===== src/pkg/timer8_regs.vh =====
`ifndef TIMER8_REGS_VH
`define TIMER8_REGS_VH

// ==========================================
// register map
`define ADDR_W 3
`define ADDR_CTRL_A 3'h0
`define ADDR_CTRL_B 3'h1
`define ADDR_COUNTER 3'h2
`define ADDR_COMPARE_A 3'h3
`define ADDR_COMPARE_B 3'h4
`define ADDR_IRQ_FLAG 3'h5
`define ADDR_IRQ_MASK 3'h6

// ==========================================
// fields
`define CTRL_A_WAVE 1:0
`define CTRL_A_OUT_B 5:4
`define CTRL_A_OUT_A 7:6
`define CTRL_B_CLKSEL 2:0
`define CTRL_B_WAVE_HI 3
`define CTRL_B_FORCE_B 6
`define CTRL_B_FORCE_A 7
`define FLAG_OVERFLOW 0
`define FLAG_COMPARE_A 1
`define FLAG_COMPARE_B 2
`define FLAG_W 3

// ==========================================
// reset values
`define RST_BYTE 8'h00
`define RST_FLAGS 3'h0
`define RST_CLKSEL 3'h0

// ==========================================
// counter limits
`define COUNT_BOTTOM 8'h00
`define COUNT_MAX 8'hFF
`define COUNT_STEP 8'h01

// ==========================================
// clock source select codes
`define CS_STOP 3'h0
`define CS_DIV1 3'h1
`define CS_DIV8 3'h2
`define CS_DIV64 3'h3
`define CS_DIV256 3'h4
`define CS_DIV1024 3'h5
`define CS_EXT_FALL 3'h6
`define CS_EXT_RISE 3'h7
`define PRESCALE_W 10
`define PRE_MASK8 10'h007
`define PRE_MASK64 10'h03F
`define PRE_MASK256 10'h0FF
`define PRE_MASK1024 10'h3FF

// ==========================================
// waveform modes
`define MODE_NORMAL 3'h0
`define MODE_PHASE_MAX 3'h1
`define MODE_CTC 3'h2
`define MODE_FAST_MAX 3'h3
`define MODE_PHASE_A 3'h5
`define MODE_FAST_A 3'h7

// ==========================================
// compare output actions
`define OUT_OFF 2'h0
`define OUT_TOGGLE 2'h1
`define OUT_CLEAR 2'h2
`define OUT_SET 2'h3

`endif

===== src/design/timer8_tick_select.v =====
`timescale 1ns/1ps
`include "timer8_regs.vh"

module timer8_tick_select (
	input wire ref_clk,
	input wire resetSyncN,
	input wire [2:0] clockSourceSelect,
	input wire externalClockPin,
	output reg timerTick
);

	reg [`PRESCALE_W-1:0] prescaleReg;
	reg extSync1Reg;
	reg extSync2Reg;
	reg extPrevReg;
	reg tickNext;

	// ==========================================
	// free running prescaler and pin synchroniser
	always @(posedge ref_clk or negedge resetSyncN) begin
		if (!resetSyncN) begin
			prescaleReg <= {`PRESCALE_W{1'b0}};
			extSync1Reg <= 1'b0;
			extSync2Reg <= 1'b0;
			extPrevReg <= 1'b0;
			timerTick <= 1'b0;
		end else begin
			prescaleReg <= prescaleReg + {{(`PRESCALE_W-1){1'b0}}, 1'b1};
			extSync1Reg <= externalClockPin;
			extSync2Reg <= extSync1Reg;
			extPrevReg <= extSync2Reg;
			timerTick <= tickNext;
		end
	end

	// ==========================================
	// source and edge choice
	always @* begin
		case (clockSourceSelect)
			`CS_STOP: tickNext = 1'b0;
			`CS_DIV1: tickNext = 1'b1;
			`CS_DIV8: tickNext = (prescaleReg & `PRE_MASK8) == `PRE_MASK8;
			`CS_DIV64: tickNext = (prescaleReg & `PRE_MASK64) == `PRE_MASK64;
			`CS_DIV256: tickNext = (prescaleReg & `PRE_MASK256) == `PRE_MASK256;
			`CS_DIV1024: tickNext = prescaleReg == `PRE_MASK1024;
			`CS_EXT_FALL: tickNext = extPrevReg & ~extSync2Reg;
			`CS_EXT_RISE: tickNext = extSync2Reg & ~extPrevReg;
			default: tickNext = 1'b0;
		endcase
	end

endmodule // timer8_tick_select


===== src/design/timer8_two_compare_pwm.v =====
// The register addresses and the address-and-strobe port were left to the implementer.
`timescale 1ns/1ps
`include "timer8_regs.vh"

// Contract
// - counter and both compare registers are eight bits wide.
// - three request flags sit in one register, each gated by a mask bit.
// - tick comes from prescaler or external pin, with edge choice.
// - with no clock source the counter holds still.
// - both compare values are compared against the counter every cycle.
// - compare results drive waveforms on both compare output pins.
// - a compare match sets that unit's flag, which may interrupt.
// - bottom means the counter is zero.
// - max means the counter is all ones.
// - top is all ones or compare A, chosen by mode.
// - a three-bit clock select field in control register B picks the source.
// - compare registers are double buffered in PWM modes; other modes write them directly.
// - a mode clears the counter on compare match.
// - select zero stops the timer; counter stays readable and writable.
// - a counter write beats any clear or count in that cycle.
// - match sets flag on next tick; service or write-one clears it.
module timer8_two_compare_pwm (
	input wire ref_clk,
	input wire reset_n,
	input wire [`ADDR_W-1:0] address,
	input wire [7:0] writeData,
	input wire writeStrobe,
	input wire readStrobe,
	output reg [7:0] readData,
	input wire externalClockPin,
	input wire [`FLAG_W-1:0] irqAck,
	output reg compareAOutput,
	output reg compareAOutputEnable,
	output reg compareBOutput,
	output reg compareBOutputEnable,
	output reg irq
);

	// ==========================================
	// declarations
	reg rstSync1Reg;
	reg rstSync2Reg;
	wire resetSyncN;
	wire timerTick;
	reg [7:0] controlAReg;
	reg [2:0] clockSourceSelectReg;
	reg waveHiReg;
	reg [7:0] counterValueReg;
	reg [7:0] counterValueNext;
	reg directionDownReg;
	reg directionDownNext;
	reg [7:0] compareAValueReg;
	reg [7:0] compareBValueReg;
	reg [7:0] bufferAReg;
	reg [7:0] bufferBReg;
	reg [`FLAG_W-1:0] irqFlagReg;
	reg [`FLAG_W-1:0] irqFlagNext;
	reg [`FLAG_W-1:0] irqMaskReg;
	reg blockMatchReg;
	reg [7:0] readNext;
	wire [2:0] waveMode;
	wire pwmMode;
	wire phaseMode;
	wire topFromA;
	wire clearOnTop;
	wire [7:0] topValue;
	wire atTop;
	wire atBottom;
	wire atMax;
	wire matchA;
	wire matchB;
	wire writeCounter;
	wire writeCompareA;
	wire writeCompareB;
	wire writeCtrlB;
	wire writeFlags;
	wire compareAEvent;
	wire compareBEvent;
	wire overflowEvent;
	wire bottomEvent;
	wire bufferUpdate;
	wire forceA;
	wire forceB;
	wire [`FLAG_W-1:0] flagSet;
	wire [`FLAG_W-1:0] flagClear;

	// ==========================================
	// mode decoding
	function isPwm;
		input [2:0] mode;
		begin
			case (mode)
				`MODE_PHASE_MAX: isPwm = 1'b1;
				`MODE_FAST_MAX: isPwm = 1'b1;
				`MODE_PHASE_A: isPwm = 1'b1;
				`MODE_FAST_A: isPwm = 1'b1;
				default: isPwm = 1'b0;
			endcase
		end
	endfunction

	function isPhase;
		input [2:0] mode;
		begin
			isPhase = (mode == `MODE_PHASE_MAX) || (mode == `MODE_PHASE_A);
		end
	endfunction

	// next level of one compare output
	function waveStep;
		input current;
		input [1:0] action;
		input pwm;
		input phase;
		input downCount;
		input matchEv;
		input bottomEv;
		reg level;
		begin
			level = current;
			if (!pwm) begin
				if (matchEv) begin
					case (action)
						`OUT_TOGGLE: level = ~current;
						`OUT_CLEAR: level = 1'b0;
						`OUT_SET: level = 1'b1;
						default: level = current;
					endcase
				end
			end else if (action == `OUT_CLEAR || action == `OUT_SET) begin
				if (bottomEv && !phase) begin
					level = (action == `OUT_CLEAR);
				end
				if (matchEv) begin
					level = (action == `OUT_SET) ^ (phase && downCount);
				end
			end
			waveStep = level;
		end
	endfunction

	// ==========================================
	// reset release
	always @(posedge ref_clk or negedge reset_n) begin
		if (!reset_n) begin
			rstSync1Reg <= 1'b0;
			rstSync2Reg <= 1'b0;
		end else begin
			rstSync1Reg <= 1'b1;
			rstSync2Reg <= rstSync1Reg;
		end
	end

	assign resetSyncN = rstSync2Reg;

	// ==========================================
	// timer tick
	timer8_tick_select tickSelect (
		.ref_clk(ref_clk),
		.resetSyncN(resetSyncN),
		.clockSourceSelect(clockSourceSelectReg),
		.externalClockPin(externalClockPin),
		.timerTick(timerTick)
	);

	// ==========================================
	// counter state decode
	assign waveMode = {waveHiReg, controlAReg[`CTRL_A_WAVE]};
	assign pwmMode = isPwm(waveMode);
	assign phaseMode = isPhase(waveMode);
	assign topFromA = (waveMode == `MODE_CTC) || waveMode == `MODE_PHASE_A
		|| waveMode == `MODE_FAST_A;
	assign clearOnTop = (waveMode == `MODE_CTC) || (waveMode == `MODE_FAST_MAX)
		|| (waveMode == `MODE_FAST_A);
	assign topValue = topFromA ? compareAValueReg : `COUNT_MAX;
	assign atTop = counterValueReg == topValue;
	assign atBottom = counterValueReg == `COUNT_BOTTOM;
	assign atMax = counterValueReg == `COUNT_MAX;
	assign matchA = counterValueReg == compareAValueReg;
	assign matchB = counterValueReg == compareBValueReg;

	// ==========================================
	// bus decode
	assign writeCounter = writeStrobe && address == `ADDR_COUNTER;
	assign writeCompareA = writeStrobe && address == `ADDR_COMPARE_A;
	assign writeCompareB = writeStrobe && address == `ADDR_COMPARE_B;
	assign writeCtrlB = writeStrobe && address == `ADDR_CTRL_B;
	assign writeFlags = writeStrobe && address == `ADDR_IRQ_FLAG;
	assign forceA = writeCtrlB && writeData[`CTRL_B_FORCE_A] && !pwmMode;
	assign forceB = writeCtrlB && writeData[`CTRL_B_FORCE_B] && !pwmMode;

	// ==========================================
	// events
	assign compareAEvent = timerTick && matchA && !blockMatchReg;
	assign compareBEvent = timerTick && matchB && !blockMatchReg;
	assign bottomEvent = timerTick && !phaseMode && clearOnTop && atTop;
	assign overflowEvent = timerTick && (phaseMode ? (directionDownReg && atBottom)
		: (clearOnTop && waveMode != `MODE_CTC ? atTop : atMax));
	assign bufferUpdate = timerTick && pwmMode
		&& (phaseMode ? (!directionDownReg && atTop) : atTop);

	// ==========================================
	// count sequence
	always @* begin
		counterValueNext = counterValueReg;
		directionDownNext = directionDownReg;
		if (timerTick) begin
			if (phaseMode) begin
				if (!directionDownReg) begin
					if (atTop) begin
						directionDownNext = 1'b1;
						counterValueNext = counterValueReg - `COUNT_STEP;
					end else begin
						counterValueNext = counterValueReg + `COUNT_STEP;
					end
				end else begin
					if (atBottom) begin
						directionDownNext = 1'b0;
						counterValueNext = counterValueReg + `COUNT_STEP;
					end else begin
						counterValueNext = counterValueReg - `COUNT_STEP;
					end
				end
			end else if (clearOnTop && atTop) begin
				counterValueNext = `COUNT_BOTTOM;
			end else begin
				counterValueNext = counterValueReg + `COUNT_STEP;
			end
		end
		if (!phaseMode) begin
			directionDownNext = 1'b0;
		end
		if (writeCounter) begin
			counterValueNext = writeData;
		end
	end

	// ==========================================
	// flags: a set in the same cycle as its clear wins
	assign flagSet = {compareBEvent, compareAEvent, overflowEvent};
	assign flagClear = (writeFlags ? writeData[`FLAG_W-1:0] : `RST_FLAGS)
		| irqAck;

	always @* begin
		irqFlagNext = (irqFlagReg & ~flagClear) | flagSet;
	end

	// ==========================================
	// read mux
	always @* begin
		case (address)
			`ADDR_CTRL_A: readNext = controlAReg;
			`ADDR_CTRL_B: readNext = {4'h0, waveHiReg, clockSourceSelectReg};
			`ADDR_COUNTER: readNext = counterValueReg;
			`ADDR_COMPARE_A: readNext = bufferAReg;
			`ADDR_COMPARE_B: readNext = bufferBReg;
			`ADDR_IRQ_FLAG: readNext = {5'h00, irqFlagReg};
			`ADDR_IRQ_MASK: readNext = {5'h00, irqMaskReg};
			default: readNext = `RST_BYTE;
		endcase
		if (!readStrobe) begin
			readNext = `RST_BYTE;
		end
	end

	// ==========================================
	// registers
	always @(posedge ref_clk or negedge resetSyncN) begin
		if (!resetSyncN) begin
			controlAReg <= `RST_BYTE;
			clockSourceSelectReg <= `RST_CLKSEL;
			waveHiReg <= 1'b0;
			counterValueReg <= `RST_BYTE;
			directionDownReg <= 1'b0;
			compareAValueReg <= `RST_BYTE;
			compareBValueReg <= `RST_BYTE;
			bufferAReg <= `RST_BYTE;
			bufferBReg <= `RST_BYTE;
			irqFlagReg <= `RST_FLAGS;
			irqMaskReg <= `RST_FLAGS;
			blockMatchReg <= 1'b0;
			readData <= `RST_BYTE;
			compareAOutput <= 1'b0;
			compareBOutput <= 1'b0;
			compareAOutputEnable <= 1'b0;
			compareBOutputEnable <= 1'b0;
			irq <= 1'b0;
		end else begin
			if (writeStrobe && address == `ADDR_CTRL_A) begin
				controlAReg <= writeData;
			end
			if (writeCtrlB) begin
				clockSourceSelectReg <= writeData[`CTRL_B_CLKSEL];
				waveHiReg <= writeData[`CTRL_B_WAVE_HI];
			end
			if (writeStrobe && address == `ADDR_IRQ_MASK) begin
				irqMaskReg <= writeData[`FLAG_W-1:0];
			end
			counterValueReg <= counterValueNext;
			directionDownReg <= directionDownNext;
			if (writeCounter) begin
				blockMatchReg <= 1'b1;
			end else if (timerTick) begin
				blockMatchReg <= 1'b0;
			end
			if (writeCompareA) begin
				bufferAReg <= writeData;
			end
			if (writeCompareB) begin
				bufferBReg <= writeData;
			end
			if (!pwmMode && writeCompareA) begin
				compareAValueReg <= writeData;
			end else if (bufferUpdate) begin
				compareAValueReg <= bufferAReg;
			end
			if (!pwmMode && writeCompareB) begin
				compareBValueReg <= writeData;
			end else if (bufferUpdate) begin
				compareBValueReg <= bufferBReg;
			end
			irqFlagReg <= irqFlagNext;
			irq <= |(irqFlagReg & irqMaskReg);
			readData <= readNext;
			compareAOutput <= waveStep(compareAOutput, controlAReg[`CTRL_A_OUT_A],
				pwmMode, phaseMode, directionDownReg,
				compareAEvent || forceA, bottomEvent);
			compareBOutput <= waveStep(compareBOutput, controlAReg[`CTRL_A_OUT_B],
				pwmMode, phaseMode, directionDownReg,
				compareBEvent || forceB, bottomEvent);
			compareAOutputEnable <= controlAReg[`CTRL_A_OUT_A] != `OUT_OFF;
			compareBOutputEnable <= controlAReg[`CTRL_A_OUT_B] != `OUT_OFF;
		end
	end

endmodule // timer8_two_compare_pwm


===== config.mk =====
export PLATFORM = sky130hd
export DESIGN_NAME = timer8_two_compare_pwm
export DESIGN_NICKNAME = d
export VERILOG_FILES = /design/src/design/timer8_tick_select.v /design/src/design/timer8_two_compare_pwm.v
export VERILOG_INCLUDE_DIRS = /design/src /design/src/pkg
export SDC_FILE = /design/constraint.sdc
export NUM_CORES = 1
export LEC_CHECK = 0
export CORE_MARGIN = 5
export CORE_UTILIZATION = 37
export CTS_BUF_LIST = sky130_fd_sc_hd__clkbuf_8
export CTS_CLUSTER_DIAMETER = 150
export DETAILED_ROUTE_END_ITERATION = 7
export DONT_BUFFER_PORTS = 1
export PLACE_DENSITY = 0.57
export SLEW_MARGIN = 20
export SYNTH_ARGS = -nofsm -noshare
export SYNTH_HDL_FRONTEND = slang
export SYNTH_HIERARCHICAL = 1
export SYNTH_SLANG_ARGS = --single-unit

===== constraint.sdc =====
create_clock -name ref_clk -period 4.8 [get_ports ref_clk]
set_clock_uncertainty 0.1 [all_clocks]
set_input_delay 0.72 -clock ref_clk [delete_from_list [all_inputs] [get_ports ref_clk]]
set_output_delay 0.72 -clock ref_clk [all_outputs]
set_load 0.02 [all_outputs]

# [Word level (Yosys, flattened, before mapping)]
# Index checks and enable logic that the tools add are counted.
[op_classes] n_reduce_logical=58 add_sub_neg=3 bitwise_logic=13 eq_ne=38 n_mux=39
[ops] op="$mux 8" count=13
[ops] op="$pmux 8 s7" count=1
[ops] op="$eq 3x3->1 const B" count=10
[ops] op="$logic_and 1x1->1" count=29
[ops] op="$eq 8x8->1" count=3
[ops] op="$mux 1" count=21
[ops] op="$eq 3x2->1 const B" count=6
[ops] op="$eq 8x8->1 const B" count=2
[ops] op="$reduce_bool 2->1" count=7
[ops] op="$add 10x1->10 const B" count=1
[ops] op="$eq 10x10->1 const B" count=1
[ops] op="$eq 3x1->1 const B" count=3
[ops] op="$logic_or 1x1->1" count=9
[ops] op="$add 8x1->8 const B" count=1
[ops] op="$eq 2x2->1 const B" count=4
[ops] op="$logic_not 8->1" count=1
[ops] op="$pmux 1 s8" count=1
[ops] op="$reduce_and 4->1" count=2
[ops] op="$reduce_bool 4->1" count=2
[ops] op="$sub 8x1->8 const B" count=1
[ops] op="$and 3x3->3" count=2
[ops] op="$eq 6x6->1 const B" count=1
[ops] op="$logic_not 3->1" count=2
[ops] op="$ne 2x1->1 const B" count=3
[ops] op="13 further kinds" count=25
[totals] input_bits=19 ff_bits=89

# [Longest topological paths before layout]
[logic_depth] ltp_word=11 mapped_depth=10

# [Hierarchy]
# The synthesis kept the hierarchy.
[modules_own_cells] mod="timer8_two_compare_pwm" area_per_inst_um2=4446.8 cells_per_inst=450 instances=1 seq_area_each_um2=1876.8
[modules_own_cells] mod="timer8_tick_select" area_per_inst_um2=571.8 cells_per_inst=45 instances=1 seq_area_each_um2=350.3

# [Least setup slack after synthesis]
# Ideal clock, no wire load.
[synth_timing] kind="reg-to-reg" start="register counterValueReg[5]" end="register counterValueReg[5]" arrival_ns=2.209 path_stages_with_launch=9 required_time_ns=4.573 path_slack_ns=2.365 setup_ns=0.127 path_cell_list="dfrtp_1 > buf_6 > nor2b_4 > a2111oi_4 > a311oi_1 > nor3_2 > mux2_1 > a221oi_2 > nor3_2"
[synth_via] elab_chain_len=6 elab_cells_between_ends=12 classes_between="2 x add/sub; 1 x eq/ne; 7 x mux; 2 x reduce/logical"
[synth_rtl] element="from (decl)" line="timer8_two_compare_pwm.v:48" source="reg [7:0] counterValueReg;"
[synth_rtl] element="from (signal assigned)" line="timer8_two_compare_pwm.v:273" source="counterValueReg <= `RST_BYTE;"
[synth_rtl] element="from (signal assigned)" line="timer8_two_compare_pwm.v:299" source="counterValueReg <= counterValueNext;"
[synth_rtl] element="$add 8x1->8 (no line) (tied with other cells)"
[synth_rtl] element="$mux 8 (tied with other cells)" line="timer8_two_compare_pwm.v:210" source="if (atTop) begin"
[synth_rtl] element="$mux 8 (on tied branches)" line="timer8_two_compare_pwm.v:209, timer8_two_compare_pwm.v:224"
[synth_rtl] element="$mux 8 (*)" line="timer8_two_compare_pwm.v:208" source="if (phaseMode) begin"
[synth_rtl] element="$mux 8 (*)" line="timer8_two_compare_pwm.v:207" source="if (timerTick) begin"
[synth_rtl] element="$mux 8 (*)" line="timer8_two_compare_pwm.v:233" source="if (writeCounter) begin"
# Every way passes the cells marked *; elsewhere a longest branch is shown, timed or not. The select of a mux whose other input is x is not followed.
# A chain may end at the register's enable or synchronous reset.

# [Worst setup path after layout]
[layout_timing] start="register counterValueReg[3]" end="register counterValueReg[5]"
# Same word-level chain as after synthesis.

==> flow_summary.yaml <==
outcome:
  status: "finished, final reports clean"
place:
  placed_cells: 647
  post-place-ws_ns: 1.88
  dpl_cell_area_mm2: 0.00511
  dp_hpwl_um: 9230
  numPortBuffers: 0
  place.gp.congestion: 0.862
sta:
  fin_tns_setup_ns: 0
  post-route-period-util_pct: 61.8
  rsz0062_at_grt: "no"
  setup_ws_ns: 1.83
  slew_headroom_pct: 44.3
  fmax_ghz: 0.337
  slew_violations: 0
  worst_pin_slew_ns: 0.815
  period_needed_ns: 2.97
  setup_viol: 0
  final_hold_viol_count: 0
yosys:
  synth_seq_cells: 89
  syn_nets: 519
  synthArstFlopShare_pct: 100
  netlist_area_mm2: 0.00502
  syn-instance-count: 495
  ys_seq_area_share_pct: 44.4
  synth_cell_types: 75
  synth_edf_count: 0
  yosys_warnings: 6
  ys.flop_type: "dfrtp_1"
  syn_avg_cell_area_um2: 10.1
min_path:
  hold_path.class: "flop to asynchronous set/reset pin"
cells_and_area:
  regArea_mm2: 0.00223
  nets: 508
  mostFrequentLayoutCell: "dfrtp_1"
  final_area_mm2: 0.00540
  multi_input_area_mm2: 0.00257
  layout-drive-gt1-share_pct: 16.6
  final_cell_mix: "dfrtp_1, nor2_1, nand2_1"
  antennaDiodeCount: 0
  fill_cells: 1282
  instances_no_fill: 665
  syn_to_final_growth_pct: 7.50
power:
  p_int_uw: 1620
  power.total_uw: 2550
  p_leak_uw: 0.00232
  power_density_mw_per_mm2: 472
  p_comb_share_pct: 27.8
  switching_share_pct: 36.5
  clockPowerShare_pct: 24.6
  p_sw_uw: 931
  power_frac_seq_pct: 47.6
  ir_drop_v: 0.000229
floorplanning:
  die_x_um: 126
  initial_core_util_pct: 37.7
  dieArea_mm2: 0.0160
  design.portCount: 32
  row_count: 42
  dieHeight_um: 126
  core_mm2: 0.0133
worst_setup_path:
  path_common_cell: "nor3_2"
  critPathKind: "flop to flop"
  cp_max_fo: 14
  startpoint_type: "flop"
  crit_arrival_ns: 3.12
  critPathMaxStageDelay_ns: 0.68
  slowest_stage: "dfrtp_1"
  worstPathRequired_ns: 4.95
  cp-end-kind: "flop"
  cp_cell_sequence: "nand4_1, a2111oi_0, a311oi_1, nor3_2, mux2_1, a221oi_2, nor3_2"
detailed_routing:
  ant_nets: 0
  vias: 3799
  drt_iter0_drc: 272
  drc: 0
  drt-total-wl_um: 12900
  viasPerCell: 5.71
  wl_per_cell_um: 19.4
  dr.pass1.iters: 5
clock_tree:
  cts_sinks: 89
  ctsHtreeMaxLevel: 3
  clk_pin_slew_ns: 0.09
  clockRootBuffer: "clkbuf_8"
  cts_resized: 0
  cts_tree: "built"
  cts_buffers: 9
  clock_latency_ns: 0.37
  cts.path.max_buffers: 2
global_routing:
  grt_usage_pct: 16.6
  first_global_vias: 3833
  antenna_found_initial: 0
  grt_max_degree: 88
  grt_pass1_wl_um: 21300
  gr-total-overflow: 0
job:
  drv_cap: 0
## final cells by class
type                    instances  share of cell area, %
multi-input cells             359                   47.6
clock inverters                 7                   2.23
clock buffers                   9                   2.30
well taps                     176                   4.08
repair buffers                  4                  0.974
flip-flops and latches         89                   41.3
inverters                      21                   1.51
## per-layer routing
layer | vias up | global-route usage (%) | part of all wire [%]
met5 | - | 0 | 0
met4 | 0 | 6.18 | 2.7
met3 | 21 | 4.12 | 5.9
met2 | 123 | 25.2 | 46
met1 | 1913 | 23.0 | 45
li1 | 1742 | - | -
## metrics by stage
step	hold WS, ns	util (%)
floorplan	0.231	-
global placement	0.234	38.5
detailed placement	0.235	38.5
CTS	0.257	40.4
global route	0.235	40.6
finish	0.180	40.6
## state kept, by name (all words and copies together) (netlist names), 3 cells and up
signal and flops:
tickSelect/prescaleReg 10, bufferAReg 8, bufferBReg 8, compareAValueReg 8
compareBValueReg 8, controlAReg 8, counterValueReg 8, readData 8
clockSourceSelectReg 3, irqFlagReg 3, irqMaskReg 3
## cell families after synthesis
logic type / Yosys count / share of synthesized area [%]
AND/OR/NAND/NOR: 171 / 18.0
AO/OA/AOI/OAI: 96 / 14.0
flip-flops: 89 / 44.4
multiplexers: 63 / 13.7
buffers and inverters: 47 / 4.49
XOR/XNOR: 23 / 4.16
adder cells (fa/ha/maj): 5 / 1.25
other: 1 / 0.0747
## cells in the mapped netlist (5+ instances only)
master,instances,share of area (%)
a211oi_1,5,0.75
a21oi_1,22,2.2
a31oi_1,8,1.0
and3_1,7,0.87
buf_6,5,1.1
clkbuf_1,13,0.97
dfrtp_1,89,44
ha_1,5,1.2
inv_1,19,1.4
mux2_2,32,7.2
mux2i_1,26,5.2
nand2_1,43,3.2
nand2b_1,5,0.62
nand3_1,13,1.3
nor2_1,50,3.7
nor2b_1,10,1.2
nor3_1,10,1.0
o21ai_0,12,1.2
o21ai_1,5,0.50
o22ai_1,9,1.1
xnor2_1,14,2.4
xor2_1,8,1.4
## critical path: cells and delay by family, from the launching register on
kind / cells / cell delay, ns
flip-flops: 1 / 0.68
multiplexers: 1 / 0.38
AO/OA/AOI/OAI: 3 / 0.89
AND/OR/NAND/NOR: 3 / 0.79
## repair_timing
| action | 4_1_cts | 5_1_grt |
|---|---|---|
| setup buffers | 0 | 0 |
| endpoints found under the hold margin | 2 | 0 |
| hold buffers | 1 | 0 |
| setup endpoints to repair | 0 | 0 |
## final timing paths
path                                           to  cells past startpoint  slack [ns]                   start
setup / recovery               counterValueReg[5]                      7        1.83      counterValueReg[3]
hold / removal                      bufferAReg[3]                      0        0.18              resetSyncN
setup reg to reg               counterValueReg[5]                      7        1.83      counterValueReg[3]
hold reg to reg                     bufferAReg[3]                      0        0.18              resetSyncN
max in group asynchronous    tickSelect/timerTick                      1        3.77              resetSyncN
min in group ref_clk       tickSelect/extSync2Reg                      0        0.25  tickSelect/extSync1Reg
## power by group through the flow
stage	Clock [uW]	Sequential [uW]	Combinational (uW)
2_1_floorplan	0	1060	720
3_3_place_gp	0	1230	681
3_5_place_dp	0	1240	694
4_1_cts	643	1220	697
5_1_grt	675	1240	796
6_report	626	1210	708
Power figures use the tool's default switching activity.
